$ cat config.mk
export PLATFORM = sky130hd
export DESIGN_NAME = aer_regs
export DESIGN_NICKNAME = d
export VERILOG_FILES = /design/src/aer_pkg.sv /design/src/aer_regs.sv
export SDC_FILE = /design/constraint.sdc
export NUM_CORES = 1
export LEC_CHECK = 0
export BUFFER_PORTS_ARGS = -buffer_cell sky130_fd_sc_hd__clkbuf_2
export CORE_ASPECT_RATIO = 0.5
export CORE_MARGIN = 1.5
export CORE_UTILIZATION = 30
export CTS_CLUSTER_DIAMETER = 120
export DETAILED_ROUTE_END_ITERATION = 12
export PLACE_DENSITY = 0.67
export SETUP_SLACK_MARGIN = 0.5
export SLEW_MARGIN = 20
export SYNTH_ARGS = -nofsm -noshare
export SYNTH_HDL_FRONTEND = slang
export SYNTH_SLANG_ARGS = --single-unit
$ cat constraint.sdc
create_clock -name clk -period 2.52 [get_ports clk]
set_input_delay 0.252 -clock clk [delete_from_list [all_inputs] [get_ports clk]]
set_output_delay 0.252 -clock clk [all_outputs]
set_load 0.05 [all_outputs]
$ cat src/aer_pkg.sv
/*
 Package for the error-reporting register bank: offsets, field positions,
 reset values and the carrier structs.
 Assumes a 32-bit AXI4-Lite register bus and single clock domain.
*/
package aer_pkg;
   localparam logic [11:0] AER_SEV_OFS = 12'h10C;
   localparam logic [11:0] AER_CES_OFS = 12'h110;
   localparam logic [11:0] AER_UEM_OFS = 12'h108;
   localparam logic [11:0] AER_CEM_OFS = 12'h114;
   // Writable severity bits and their reset value
   localparam logic [31:0] AER_SEV_RW_MASK = 32'h001F3031;
   localparam logic [31:0] AER_SEV_RST = 32'h00062030;
   // Severity bits that may steer a report; bit 0 is writable but inert
   localparam logic [31:0] AER_SEV_LIVE_MASK = 32'h001F3030;
   localparam logic [31:0] AER_UEM_RW_MASK = 32'h001F3031;
   localparam logic [31:0] AER_UEM_RST = 32'h00000000;
   localparam logic [31:0] AER_CES_MASK = 32'h000031C1;
   localparam logic [31:0] AER_CEM_RST = 32'h00002000;
   localparam logic [1:0] AER_RESP_OKAY = 2'h0;
   localparam logic [1:0] AER_RESP_SLVERR = 2'h2;
   localparam int AER_BIT_RCV = 0;
   localparam int AER_BIT_BADTP = 6;
   localparam int AER_BIT_BADLP = 7;
   localparam int AER_BIT_ROLL = 8;
   localparam int AER_BIT_RTO = 12;
   localparam int AER_BIT_ADV = 13;

   typedef struct packed {
      logic [31:0] sev;
      logic [31:0] uem;
      logic [31:0] ces;
      logic [31:0] cem;
      logic aw_got;
      logic [11:0] aw_addr;
      logic w_got;
      logic [31:0] w_data;
      logic [3:0] w_strb;
      logic bvalid;
      logic [1:0] bresp;
      logic rvalid;
      logic [31:0] rdata;
      logic [1:0] rresp;
      logic fatal;
      logic nonfatal;
      logic correctable;
   } aer_state_t;

   typedef struct packed {
      logic [31:0] uncorr;
      logic [31:0] corr;
   } aer_events_t;

   typedef struct packed {
      logic fatal;
      logic nonfatal;
      logic correctable;
   } aer_report_t;
endpackage

$ cat src/aer_regs.sv
/*
 Error severity and correctable status register bank for one switch port,
 with an AXI4-Lite slave. Assumes event inputs are one-cycle pulses from
 logic on clk, one bit per error position of the status layout.
*/
// The AXI4-Lite slave port was chosen for this implementation.
// What this block does
// Unmasked uncorrectable event at a bit of AER_SEV_LIVE_MASK reports fatal if severity one, else nonfatal.
// Severity applies only to unmasked events; masked ones get no report.
// Severity bit 4, link protocol, read-write sticky, resets to one.
// Severity bit 5, surprise down, read-write sticky, resets to one.
// Severity bit 12, poisoned packet, read-write sticky, resets to zero.
// Severity bit 13, flow control protocol, read-write, resets to one.
// Severity bit 16, unexpected completion, read-write, resets to zero.
// Severity bit 17, receiver overflow, read-write sticky, resets to one.
// Severity bit 18, malformed packet, read-write sticky, resets to one.
// Severity bit 19, end-to-end CRC, read-write sticky, resets to zero.
// Severity bit 20, unsupported request, read-write, resets to zero.
// Severity bit 14, completion timeout, reads zero always.
// Severity bit 15, completer abort, reads zero always.
// Severity bit 0 is unused read-write sticky, resets zero, no effect.
// Status bit 0 sets on receiver error; sticky, write one clears.
// Status bit 6 sets on bad transaction packet; write one clears.
// Status bit 7 sets on bad link packet; write one clears.
// Status bit 8 sets on replay number rollover; write one clears.
// Status bit 12 sets on replay timer expiry; write one clears.
// Status bit 13 sets on advisory nonfatal error; write one clears.
// Masked uncorrectable event is neither logged nor reported.
// Masked correctable event not reported, status still set.
// Reserved bits read zero, ignore writes; writing zero keeps status.
`timescale 1ns/10ps
`default_nettype none
module aer_regs
   import aer_pkg::*;
(
   // Clock and reset
   input wire logic clk,
   input wire logic rst,
   // AXI4-Lite write address and data
   input wire logic s_axi_awvalid,
   output logic s_axi_awready,
   input wire logic [11:0] s_axi_awaddr,
   input wire logic s_axi_wvalid,
   output logic s_axi_wready,
   input wire logic [31:0] s_axi_wdata,
   input wire logic [3:0] s_axi_wstrb,
   // AXI4-Lite write response
   output logic s_axi_bvalid,
   input wire logic s_axi_bready,
   output logic [1:0] s_axi_bresp,
   // AXI4-Lite read
   input wire logic s_axi_arvalid,
   output logic s_axi_arready,
   input wire logic [11:0] s_axi_araddr,
   output logic s_axi_rvalid,
   input wire logic s_axi_rready,
   output logic [31:0] s_axi_rdata,
   output logic [1:0] s_axi_rresp,
   // Error events and reports toward the root complex
   input wire aer_pkg::aer_events_t events,
   output aer_pkg::aer_report_t report
);
   import aer_pkg::*;

   aer_state_t q;
   aer_state_t d;

   function automatic logic [31:0] strb_mask(input logic [3:0] s);
      strb_mask = {{8{s[3]}}, {8{s[2]}}, {8{s[1]}}, {8{s[0]}}};
   endfunction

   function automatic logic addr_ok(input logic [11:0] a);
      addr_ok = (a == AER_SEV_OFS) || (a == AER_CES_OFS) ||
         (a == AER_UEM_OFS) || (a == AER_CEM_OFS);
   endfunction

   logic do_write;
   logic [31:0] wm;
   logic [31:0] unc_live;

   assign s_axi_awready = !q.aw_got && !q.bvalid;
   assign s_axi_wready = !q.w_got && !q.bvalid;
   assign s_axi_arready = !q.rvalid;
   assign s_axi_bvalid = q.bvalid;
   assign s_axi_bresp = q.bresp;
   assign s_axi_rvalid = q.rvalid;
   assign s_axi_rdata = q.rdata;
   assign s_axi_rresp = q.rresp;
   assign report.fatal = q.fatal;
   assign report.nonfatal = q.nonfatal;
   assign report.correctable = q.correctable;

   always_comb
   begin
      d = q;
      if (s_axi_awvalid && s_axi_awready)
      begin
         d.aw_got = 1'b1;
         d.aw_addr = s_axi_awaddr;
      end
      if (s_axi_wvalid && s_axi_wready)
      begin
         d.w_got = 1'b1;
         d.w_data = s_axi_wdata;
         d.w_strb = s_axi_wstrb;
      end
      do_write = d.aw_got && d.w_got && !q.bvalid;
      wm = strb_mask(d.w_strb);
      // Only writable positions are touched; reserved stay zero
      if (do_write && d.aw_addr == AER_SEV_OFS)
         d.sev = (q.sev & ~(wm & AER_SEV_RW_MASK)) |
            (d.w_data & wm & AER_SEV_RW_MASK);
      if (do_write && d.aw_addr == AER_UEM_OFS)
         d.uem = (q.uem & ~(wm & AER_UEM_RW_MASK)) |
            (d.w_data & wm & AER_UEM_RW_MASK);
      if (do_write && d.aw_addr == AER_CEM_OFS)
         d.cem = (q.cem & ~(wm & AER_CES_MASK)) |
            (d.w_data & wm & AER_CES_MASK);
      // Clear first, then set: an event in the clear cycle survives
      if (do_write && d.aw_addr == AER_CES_OFS)
         d.ces = q.ces & ~(d.w_data & wm);
      d.ces = (d.ces | events.corr) & AER_CES_MASK;
      if (do_write)
      begin
         d.aw_got = 1'b0;
         d.w_got = 1'b0;
         d.bvalid = 1'b1;
         d.bresp = addr_ok(d.aw_addr) ? AER_RESP_OKAY : AER_RESP_SLVERR;
      end
      else if (q.bvalid && s_axi_bready)
         d.bvalid = 1'b0;
      if (s_axi_arvalid && s_axi_arready)
      begin
         d.rvalid = 1'b1;
         d.rresp = addr_ok(s_axi_araddr) ? AER_RESP_OKAY : AER_RESP_SLVERR;
         case (s_axi_araddr)
            AER_SEV_OFS: d.rdata = q.sev;
            AER_CES_OFS: d.rdata = q.ces;
            AER_UEM_OFS: d.rdata = q.uem;
            AER_CEM_OFS: d.rdata = q.cem;
            default: d.rdata = 32'h00000000;
         endcase
      end
      else if (q.rvalid && s_axi_rready)
         d.rvalid = 1'b0;
      // Bit 0 and severity 14/15 never steer a report
      unc_live = events.uncorr & AER_SEV_LIVE_MASK & ~q.uem;
      d.fatal = |(unc_live & q.sev);
      d.nonfatal = |(unc_live & ~q.sev);
      d.correctable = |(events.corr & AER_CES_MASK & ~q.cem);
   end

   always_ff @(posedge clk or posedge rst)
   begin
      if (rst)
      begin
         q <= '0;
         q.sev <= AER_SEV_RST;
         q.uem <= AER_UEM_RST;
         q.cem <= AER_CEM_RST;
      end
      else
         q <= d;
   end

   ////////////////////////////////////////////////////////////////////////
   // Assertions

   // Report steering

   a_fatal_report: assert property (
      @(posedge clk) disable iff (rst)
      (|(events.uncorr & ~q.uem & q.sev & AER_SEV_LIVE_MASK)) |=> report.fatal)
      else $error("unmasked high-severity event not fatal");

   a_nonfatal_report: assert property (
      @(posedge clk) disable iff (rst)
      (|(events.uncorr & ~q.uem & ~q.sev & AER_SEV_LIVE_MASK)) |=>
      report.nonfatal)
      else $error("unmasked low-severity event not nonfatal");

   a_fatal_cause: assert property (
      @(posedge clk) disable iff (rst)
      !(|(events.uncorr & ~q.uem & q.sev & AER_SEV_LIVE_MASK)) |=>
      !report.fatal)
      else $error("fatal report without a fatal event");

   a_nonfatal_cause: assert property (
      @(posedge clk) disable iff (rst)
      !(|(events.uncorr & ~q.uem & ~q.sev & AER_SEV_LIVE_MASK)) |=>
      !report.nonfatal)
      else $error("nonfatal report without a nonfatal event");

   a_masked_silent: assert property (
      @(posedge clk) disable iff (rst)
      ((events.uncorr & ~q.uem) == 32'h00000000) |=>
      !report.fatal && !report.nonfatal)
      else $error("masked event reported");

   a_unused_inert: assert property (
      @(posedge clk) disable iff (rst)
      ((events.uncorr & ~q.uem & AER_SEV_LIVE_MASK) == 32'h00000000) |=>
      !report.fatal && !report.nonfatal)
      else $error("unused severity bit steered a report");

   a_corr_report: assert property (
      @(posedge clk) disable iff (rst)
      (|(events.corr & ~q.cem & AER_CES_MASK)) |=> report.correctable)
      else $error("unmasked correctable event not reported");

   a_corr_masked: assert property (
      @(posedge clk) disable iff (rst)
      ((events.corr & ~q.cem & AER_CES_MASK) == 32'h00000000) |=>
      !report.correctable)
      else $error("masked correctable reported");

   ////////////////////////////////////////////////////////////////////////
   // Severity and mask register contents

   a_sev_fixed_zero: assert property (
      @(posedge clk) disable iff (rst)
      (q.sev & ~AER_SEV_RW_MASK) == 32'h00000000)
      else $error("fixed severity bits not zero");

   a_sev_hw_zero: assert property (
      @(posedge clk) disable iff (rst)
      q.sev[15:14] == 2'h0)
      else $error("severity 14 or 15 set");

   a_sev_res_low: assert property (
      @(posedge clk) disable iff (rst)
      q.sev[3:1] == 3'h0)
      else $error("severity bits 3 to 1 set");

   a_sev_res_mid: assert property (
      @(posedge clk) disable iff (rst)
      q.sev[11:6] == 6'h00)
      else $error("severity bits 11 to 6 set");

   a_sev_res_high: assert property (
      @(posedge clk) disable iff (rst)
      q.sev[31:21] == 11'h000)
      else $error("severity bits 31 to 21 set");

   a_sev_sticky: assert property (
      @(posedge clk) disable iff (rst)
      !(do_write && d.aw_addr == AER_SEV_OFS) |=> q.sev == $past(q.sev))
      else $error("severity changed without a write");

   a_sev_lands: assert property (
      @(posedge clk) disable iff (rst)
      (do_write && d.aw_addr == AER_SEV_OFS && (&wm)) |=>
      q.sev == ($past(d.w_data) & AER_SEV_RW_MASK))
      else $error("severity write did not land");

   a_sev_read_zero: assert property (
      @(posedge clk) disable iff (rst)
      (s_axi_arvalid && s_axi_arready && s_axi_araddr == AER_SEV_OFS) |=>
      s_axi_rdata[15:14] == 2'h0)
      else $error("severity 14 or 15 read as one");

   a_uem_reserved: assert property (
      @(posedge clk) disable iff (rst)
      (q.uem & ~AER_UEM_RW_MASK) == 32'h00000000)
      else $error("reserved mask bit set");

   a_cem_reserved: assert property (
      @(posedge clk) disable iff (rst)
      (q.cem & ~AER_CES_MASK) == 32'h00000000)
      else $error("reserved correctable mask bit set");

   ////////////////////////////////////////////////////////////////////////
   // Correctable status

   a_rcv_sets: assert property (
      @(posedge clk) disable iff (rst)
      events.corr[AER_BIT_RCV] |=> q.ces[AER_BIT_RCV])
      else $error("receiver error not latched");

   a_badtp_sets: assert property (
      @(posedge clk) disable iff (rst)
      events.corr[AER_BIT_BADTP] |=> q.ces[AER_BIT_BADTP])
      else $error("bad packet not latched");

   a_status_sticky: assert property (
      @(posedge clk) disable iff (rst)
      (q.ces[AER_BIT_BADTP] && !(s_axi_wvalid || q.w_got)) |=>
      q.ces[AER_BIT_BADTP])
      else $error("bad packet status lost without write");

   a_link_sets: assert property (
      @(posedge clk) disable iff (rst)
      events.corr[AER_BIT_BADLP] |=> q.ces[AER_BIT_BADLP])
      else $error("bad link packet not latched");

   a_roll_sets: assert property (
      @(posedge clk) disable iff (rst)
      events.corr[AER_BIT_ROLL] |=> q.ces[AER_BIT_ROLL])
      else $error("rollover not latched");

   a_rto_sets: assert property (
      @(posedge clk) disable iff (rst)
      events.corr[AER_BIT_RTO] |=> q.ces[AER_BIT_RTO])
      else $error("replay timeout not latched");

   a_adv_sets: assert property (
      @(posedge clk) disable iff (rst)
      events.corr[AER_BIT_ADV] |=> q.ces[AER_BIT_ADV])
      else $error("advisory not latched");

   a_rcv_clears: assert property (
      @(posedge clk) disable iff (rst)
      (do_write && d.aw_addr == AER_CES_OFS && d.w_data[AER_BIT_RCV] &&
      wm[AER_BIT_RCV] && !events.corr[AER_BIT_RCV]) |=> !q.ces[AER_BIT_RCV])
      else $error("receiver error not cleared by one");

   a_zero_keeps: assert property (
      @(posedge clk) disable iff (rst)
      (do_write && d.aw_addr == AER_CES_OFS && q.ces[AER_BIT_RTO] &&
      !(d.w_data[AER_BIT_RTO] && wm[AER_BIT_RTO])) |=> q.ces[AER_BIT_RTO])
      else $error("status lost on a zero write");

   a_ces_reserved: assert property (
      @(posedge clk) disable iff (rst)
      (q.ces & ~AER_CES_MASK) == 32'h00000000)
      else $error("reserved status bit set");

   ////////////////////////////////////////////////////////////////////////
   // Register bus

   a_read_answer: assert property (
      @(posedge clk) disable iff (rst)
      (s_axi_arvalid && s_axi_arready) |=> s_axi_rvalid)
      else $error("read not answered next cycle");

   a_write_answer: assert property (
      @(posedge clk) disable iff (rst)
      do_write |=> s_axi_bvalid)
      else $error("write not answered next cycle");

   a_bvalid_holds: assert property (
      @(posedge clk) disable iff (rst)
      (s_axi_bvalid && !s_axi_bready) |=>
      s_axi_bvalid && $stable(s_axi_bresp))
      else $error("write response dropped early");

   a_rvalid_holds: assert property (
      @(posedge clk) disable iff (rst)
      (s_axi_rvalid && !s_axi_rready) |=>
      s_axi_rvalid && $stable(s_axi_rdata))
      else $error("read data dropped early");

   a_write_blocked: assert property (
      @(posedge clk) disable iff (rst)
      s_axi_bvalid |-> !s_axi_awready && !s_axi_wready)
      else $error("write taken while response pending");

   a_read_blocked: assert property (
      @(posedge clk) disable iff (rst)
      s_axi_rvalid |-> !s_axi_arready)
      else $error("read taken while data pending");

   a_bresp_unmapped: assert property (
      @(posedge clk) disable iff (rst)
      (do_write && !addr_ok(d.aw_addr)) |=> s_axi_bresp == AER_RESP_SLVERR)
      else $error("unmapped write not refused");

   a_rdata_unmapped: assert property (
      @(posedge clk) disable iff (rst)
      (s_axi_arvalid && s_axi_arready && !addr_ok(s_axi_araddr)) |=>
      s_axi_rdata == 32'h00000000)
      else $error("unmapped read returned data");

   ////////////////////////////////////////////////////////////////////////
   // Main scenarios reached

   c_fatal: cover property (@(posedge clk) disable iff (rst) report.fatal);
   c_nonfatal: cover property (@(posedge clk) disable iff (rst)
      report.nonfatal);
   c_corr: cover property (@(posedge clk) disable iff (rst)
      report.correctable);
   c_write: cover property (@(posedge clk) disable iff (rst)
      s_axi_bvalid && s_axi_bready);
   c_read: cover property (@(posedge clk) disable iff (rst)
      s_axi_rvalid && s_axi_rready);
endmodule
`default_nettype wire

==> reports/results.ini, run 1 <==
[yosys]
syn_area_sq_um = 4029
ys_top_cells_by_area = dfrtp_1 47%, mux2_2 16%, buf_4 7.6%
ys_seq_elements = 82
synth-warning-count = 0
synthArstFlopShare = 1.000
synth.distinct_cells = 41
synth_cells = 341
synth_top_area_frac = 0.4720
yosys-top-cells-count = 76 x dfrtp_1, 56 x mux2_2, 41 x buf_4
ys.flop_type = dfrtp_1
yosysTopAreaCell = dfrtp_1
synth-edff-count = 0
synth_area_per_cell_sq_um = 11.81
yosysMostFrequentCell = dfrtp_1
ys_seq_area_frac = 0.5112

[sta]
fin_crit_ns = 2.046
setup_slack_ns = 0.4744
slew_violations = 0
max_freq_ghz = 0.4889
period_share = 0.8118
timing_worst_slew_pin_value_ns = 0.5388
setup_violations = 0
skew_ns = 0.003808
slew_headroom = 0.6408
fin_tns_setup_ns = 0
finalHoldViolCount = 0
rsz0062_at_grt = yes

[placed_design]
portBuffers = 84
placedInstanceArea_sq_um = 4526
dp_hpwl_mm = 6.357
gp_congestion = 0.7564
pre_cts_ws_ns = 0.1738

[final_layout]
drive_above_1_share = 0.4829
fin_util = 0.3981
syn_to_final_growth_pct = 27.27
finalNetCount = 565
design_area_sq_um = 5127
diodes = 0

[clocking]
cts-root-buf = clkbuf_16
h-tree-depth = 3
clock_sinks = 82
clk_latency_ns = 0.33
cts_tree = built
clkTransAtPathRegs_ns = 0.06
numCtsBuffers = 9
cts_buffer_depth = 2

[setup_path]
crit-reg2reg-launch = q[83]$_DFF_PP0_
path_cells = nor4_2 -> nand3_1 -> o32a_4 -> nor3b_4 -> buf_12 -> mux2_4
crit_type = flip-flop to flip-flop
endpoint_kind = flip-flop
slowest_delay_ns = 0.39
required_ns = 2.74
crit_slowest_cell = dfrtp_1
r2r_cells = 6
critPathTopFamily = simple AND/OR/NAND/NOR gates
critPathBufInv = 1
critPathMaxFanout = 5
cp-start-kind = flip-flop
worstPathArrival_ns = 2.27
ff2ff_setup_slack_ns = 0.47

[run_status]
status = finished, final reports clean

[routing]
via_per_inst = 4.603
drc = 0
vias = 2803
routedWlPerCell_um = 14.48
dr.pass1.iters = 4
drt-initial-drc-count = 107
antenna_left = 0
routed_wl_mm = 8.818

[hold_path]
hold_depth = 2
hold_class = input port to flip-flop
min_to = s_axi_bvalid$_DFFE_PP0P_
hold_start = s_axi_bready

[global_route]
grt_use_total = 0.1324
grt_pass1_wl_mm = 14.46
grt_max_degree = 74
grt_pass1_vias = 2807
overflow = 0
antenna_found_initial = 0

[floorplanning]
die_y_um = 84.95
floorplan.rows = 29
initial_utilization = 0.3128
dieWidth_um = 166.9
dieArea_sq_um = 14180
io_pins = 175
core_region_area_sq_um = 12880

[power_and_ir_drop]
p_leak_nw = 2.340
power_density_nw_per_um2 = 886.9
peakVddDrop_uv = 328.0

[job]
drv_cap = 0

## cells in the final DEF, fill, tap and decap left out, types with 3 or more instances in the layout
cell	synthesis	final
clkbuf_2	0	84
dfrtp_1	76	75
mux2_2	56	51
conb_1	1	21
nand2_1	19	18
o21ai_0	18	18
buf_4	41	18
inv_1	13	11
nor2b_1	10	10
nand3_1	11	10
mux2i_1	14	10
clkbuf_16	0	9
nand3b_1	8	8
a21o_1	9	8
nor3b_1	8	7
nor2_1	6	6
dfstp_2	6	6
mux2_4	0	5
clkinvlp_4	0	5
nor3b_4	1	4
a221oi_1	3	3
a22oi_1	3	3
buf_6	0	3
## worst max-delay path by stage
stage / slack, ns / cells past startpoint / to / start
floorplan: 0.46 / 6 / flip-flop / s_axi_bvalid$_DFFE_PP0P_
global placement: 0.24 / 5 / flip-flop / q[87]$_DFF_PP0_
detailed placement: 0.17 / 5 / flip-flop / q[87]$_DFF_PP0_
CTS: 0.47 / 6 / flip-flop / q[90]$_DFF_PP0_
global route: 0.37 / 6 / flip-flop / q[83]$_DFF_PP0_
finish: 0.47 / 6 / flip-flop / q[83]$_DFF_PP0_
## repair_timing
action                                  in CTS  in global routing
endpoints found under the setup margin      27                 30
buffers inserted                             9                  2
hold buffers                                 1                  0
resized for setup                           23                 12
pin swaps                                    9                  5
hold endpoints to repair                     9                  0
## kinds of logic (layout without fill, tap and decap cells)
logic type      count (synthesis)  count (layout)  share of synthesized area
other cells                     1              21                  0.0009308
flops                          82              82                     0.5112
compound gates                 46              46                    0.07795
mux                            70              70                     0.1913
buf+inv                        59             137                    0.09348
simple gates                   83              83                     0.1252
## stage by stage
| step | power (mW) | hold slack (ns) | std cells |
|---|---|---|---|
| floorplan | 2.617 | 0.3443 | 361 |
| CTS | 4.493 | 0.08812 | 607 |
| detailed placement | 2.907 | 0.2090 | 581 |
| global route | 4.802 | 0.09446 | 609 |
| global placement | 2.869 | 0.2000 | 581 |
| finish | 4.547 | 0.1025 | 609 |
## cell type report
type                       instances  area, sq um
fill                            1234         7754
sequential                        82         2061
multi-input combinational        220         1838
timing repair buffer             108        639.4
clock buffer                      10        229.0
tap                              170        212.7
clock inverter                     6        91.34
inverter                          13        56.30
## report_power, final
part           switching [mW]  leakage, nW  internal, mW  total, mW
combinational           0.788         1.19         0.622       1.41
clock                   0.535        0.145         0.869       1.40
sequential              0.142         1.00          1.59       1.73
## metal layers
metal	track usage	vias to the layer above	part of all wire
met5	0	-	0
met4	0.03554	0	0.011
met3	0.04244	8	0.040
met2	0.2199	66	0.49
met1	0.1675	1390	0.46
li1	-	1339	-
Power figures use the tool's default switching activity.
==> inputs of run 2 (changes only) <==
Settings changed: PLACE_DENSITY 0.67 to 0.69.
Clock period 2.52 ns to 1.8 ns, I/O delays scaled along.
==> reports/results.ini, run 2 (same netlist as run 1, synthesis figures left out) <==
[job]
drv_cap = 0  ; unchanged

[power_and_ir_drop]
peakVddDrop_uv = 569.9  ; +74%
power_density_nw_per_um2 = 1242  ; +40%
p_leak_nw = 2.641  ; +13%
fin_total_pwr_mw = 7.075  ; +56%

[placed_design]
dp.cells = 594  ; +2.2%
portBuffers = 84  ; unchanged
gp_congestion = 0.7842  ; +3.7%
dp_hpwl_mm = 6.743  ; +6.1%

[sta]
skew_ns = 0.006926  ; +0.003118 ns
slew_headroom = 0.6160  ; -0.02479
slew_violations = 0  ; unchanged
finalHoldViolCount = 0  ; unchanged
timing_worst_slew_pin_value_ns = 0.5748  ; +0.03600 ns
rsz0062_at_grt = yes
period_share = 1.118  ; +0.3062
max_freq_ghz = 0.4969  ; +1.7%
setup_violations = 29  ; +29
setup_slack_ns = -0.2123  ; -0.6867 ns
fin_crit_ns = 2.012  ; -0.03327 ns

[floorplanning]
floorplan.rows = 29  ; unchanged
io_pins = 175  ; unchanged
initial_utilization = 0.3128  ; unchanged
core_region_area_sq_um = 12880  ; unchanged
die_y_um = 84.95  ; unchanged
dieArea_sq_um = 14180  ; unchanged
dieWidth_um = 166.9  ; unchanged

[setup_path]
critPathMaxFanout = 8  ; +3
worstPathArrival_ns = 2.23  ; -0.04 ns
endpoint_kind = flip-flop
ff2ff_setup_slack_ns = -0.21  ; -0.69 ns
cp-start-kind = flip-flop
required_ns = 2.02  ; -0.72 ns
crit-reg2reg-launch = s_axi_bvalid$_DFFE_PP0P_
crit_type = flip-flop to flip-flop
slowest_delay_ns = 0.46  ; +0.07 ns
path_cells = nor3b_2 -> buf_6 -> or4_4 -> a221oi_4 -> nand3_2 -> mux2_2
crit_slowest_cell = or4_4
r2r_cells = 6  ; unchanged

[final_layout]
drive_above_1_share = 0.5669  ; +0.08396
layout.cells.non_filler = 641  ; +5.3%
syn_to_final_growth_pct = 41.40
diodes = 0  ; unchanged
fin_util = 0.4423  ; +0.04420
fillers = 1177  ; -4.6%
mostFrequentLayoutCells = 80 x clkbuf_2, 73 x dfrtp_1, 31 x mux2_4
final_common_cell = clkbuf_2
finalNetCount = 597  ; +5.7%

[global_route]
grt_use_total = 0.1426  ; +0.01021
antenna_found_initial = 0  ; unchanged
grt_pass1_vias = 3103  ; +11%
grt_max_degree = 83  ; +12%
grt_pass1_wl_mm = 15.64  ; +8.1%
overflow = 0  ; unchanged

[hold_path]
min_to = s_axi_rvalid$_DFFE_PP0P_
hold_start = s_axi_rready
hold_class = input port to flip-flop
hold_depth = 2  ; unchanged

[clocking]
h-tree-depth = 3  ; unchanged
cts-root-buf = clkbuf_16
clock_sinks = 82  ; unchanged
cts_buffer_depth = 2  ; unchanged
clk_latency_ns = 0.34  ; about the same
clkTransAtPathRegs_ns = 0.06  ; about the same
numCtsBuffers = 9  ; unchanged
cts_tree = built

[routing]
antenna_left = 0  ; unchanged
via_per_inst = 4.699  ; +2.1%
drc = 0  ; unchanged
routed_wl_mm = 10.09  ; +14%
vias = 3012  ; +7.5%
drt-initial-drc-count = 143  ; +34%
routedWlPerCell_um = 15.74  ; +8.7%
dr.pass1.iters = 4  ; unchanged

[run_status]
status = finished with violations
violations = setup timing

## run 2: cell types whose count changed in the layout (fill, tap and decap cells not counted), sizes merged
cell,before,now
bufinv,2,0
buf,23,59
clkinv,1,4
clkinvlp,5,4
clkbuf,94,90
## run 2: worst max-delay path by stage
stage / end / start / slack [ns]
5_1_grt: flip-flop / s_axi_bvalid$_DFFE_PP0P_ / -0.28
2_1_floorplan: flip-flop / s_axi_bvalid$_DFFE_PP0P_ / -0.26
6_report: flip-flop / s_axi_bvalid$_DFFE_PP0P_ / -0.21
3_5_place_dp: flip-flop / q[87]$_DFF_PP0_ / -0.32
4_1_cts: flip-flop / s_axi_bvalid$_DFFE_PP0P_ / -0.19
3_3_place_gp: flip-flop / q[87]$_DFF_PP0_ / -0.29
## run 2: critical path: cells and delay by family, from the launching register on
| family | cells | cell delay [ns] |
|---|---|---|
| AO/OA/AOI/OAI | 1 | 0.34 |
| buffers and inverters | 1 | 0.14 |
| flip-flops | 1 | 0.40 |
| multiplexers | 1 | 0.30 |
| AND/OR/NAND/NOR | 3 | 0.70 |
## run 2: report_power, final
group	switching, mW	internal [mW]
Sequential	0.232	2.23
Clock	0.741	0.971
Combinational	1.35	1.55
Total	2.33	4.75
## run 2: layer usage
metal,wire (um),vias to the layer above,track usage,share of wire
met5,0,-,0,0
met4,174,0,0.06033,0.017
met3,435,16,0.04058,0.043
met2,5164,75,0.2431,0.51
met1,4313,1521,0.1711,0.43
li1,-,1400,-,-
## run 2: timing repair
item                       in CTS  in global routing
buffers inserted               16                 14
pin swaps                       9                 16
setup endpoints to repair      75                 80
resized for setup              79                 36
hold endpoints to repair       76                  0
hold buffers                    1                  0
## run 2: per-stage QoR
stage	hold slack, ns	setup TNS [ns]	instance area, sq um	worst slack, ns
2_1_floorplan	0.2570	-5.198	4195	-0.2550
3_3_place_gp	0.3243	-5.433	4693	-0.2885
3_5_place_dp	0.3333	-6.473	4693	-0.3160
4_1_cts	0.005191	-3.785	5458	-0.1946
5_1_grt	0.02381	-6.908	5697	-0.2826
6_report	0.01940	-4.591	5697	-0.2123
## run 2: final cells by class
type / instances / area (sq um) / area share
Inverter: 13 / 56.30 / 0.009884
Timing Repair Buffer: 140 / 1047 / 0.1838
Clock inverter: 6 / 42.54 / 0.007468
Sequential cell: 82 / 2063 / 0.3622
Multi-Input combinational cell: 220 / 2036 / 0.3573
Clock buffer: 10 / 239.0 / 0.04195
Tap cell: 170 / 212.7 / 0.03734
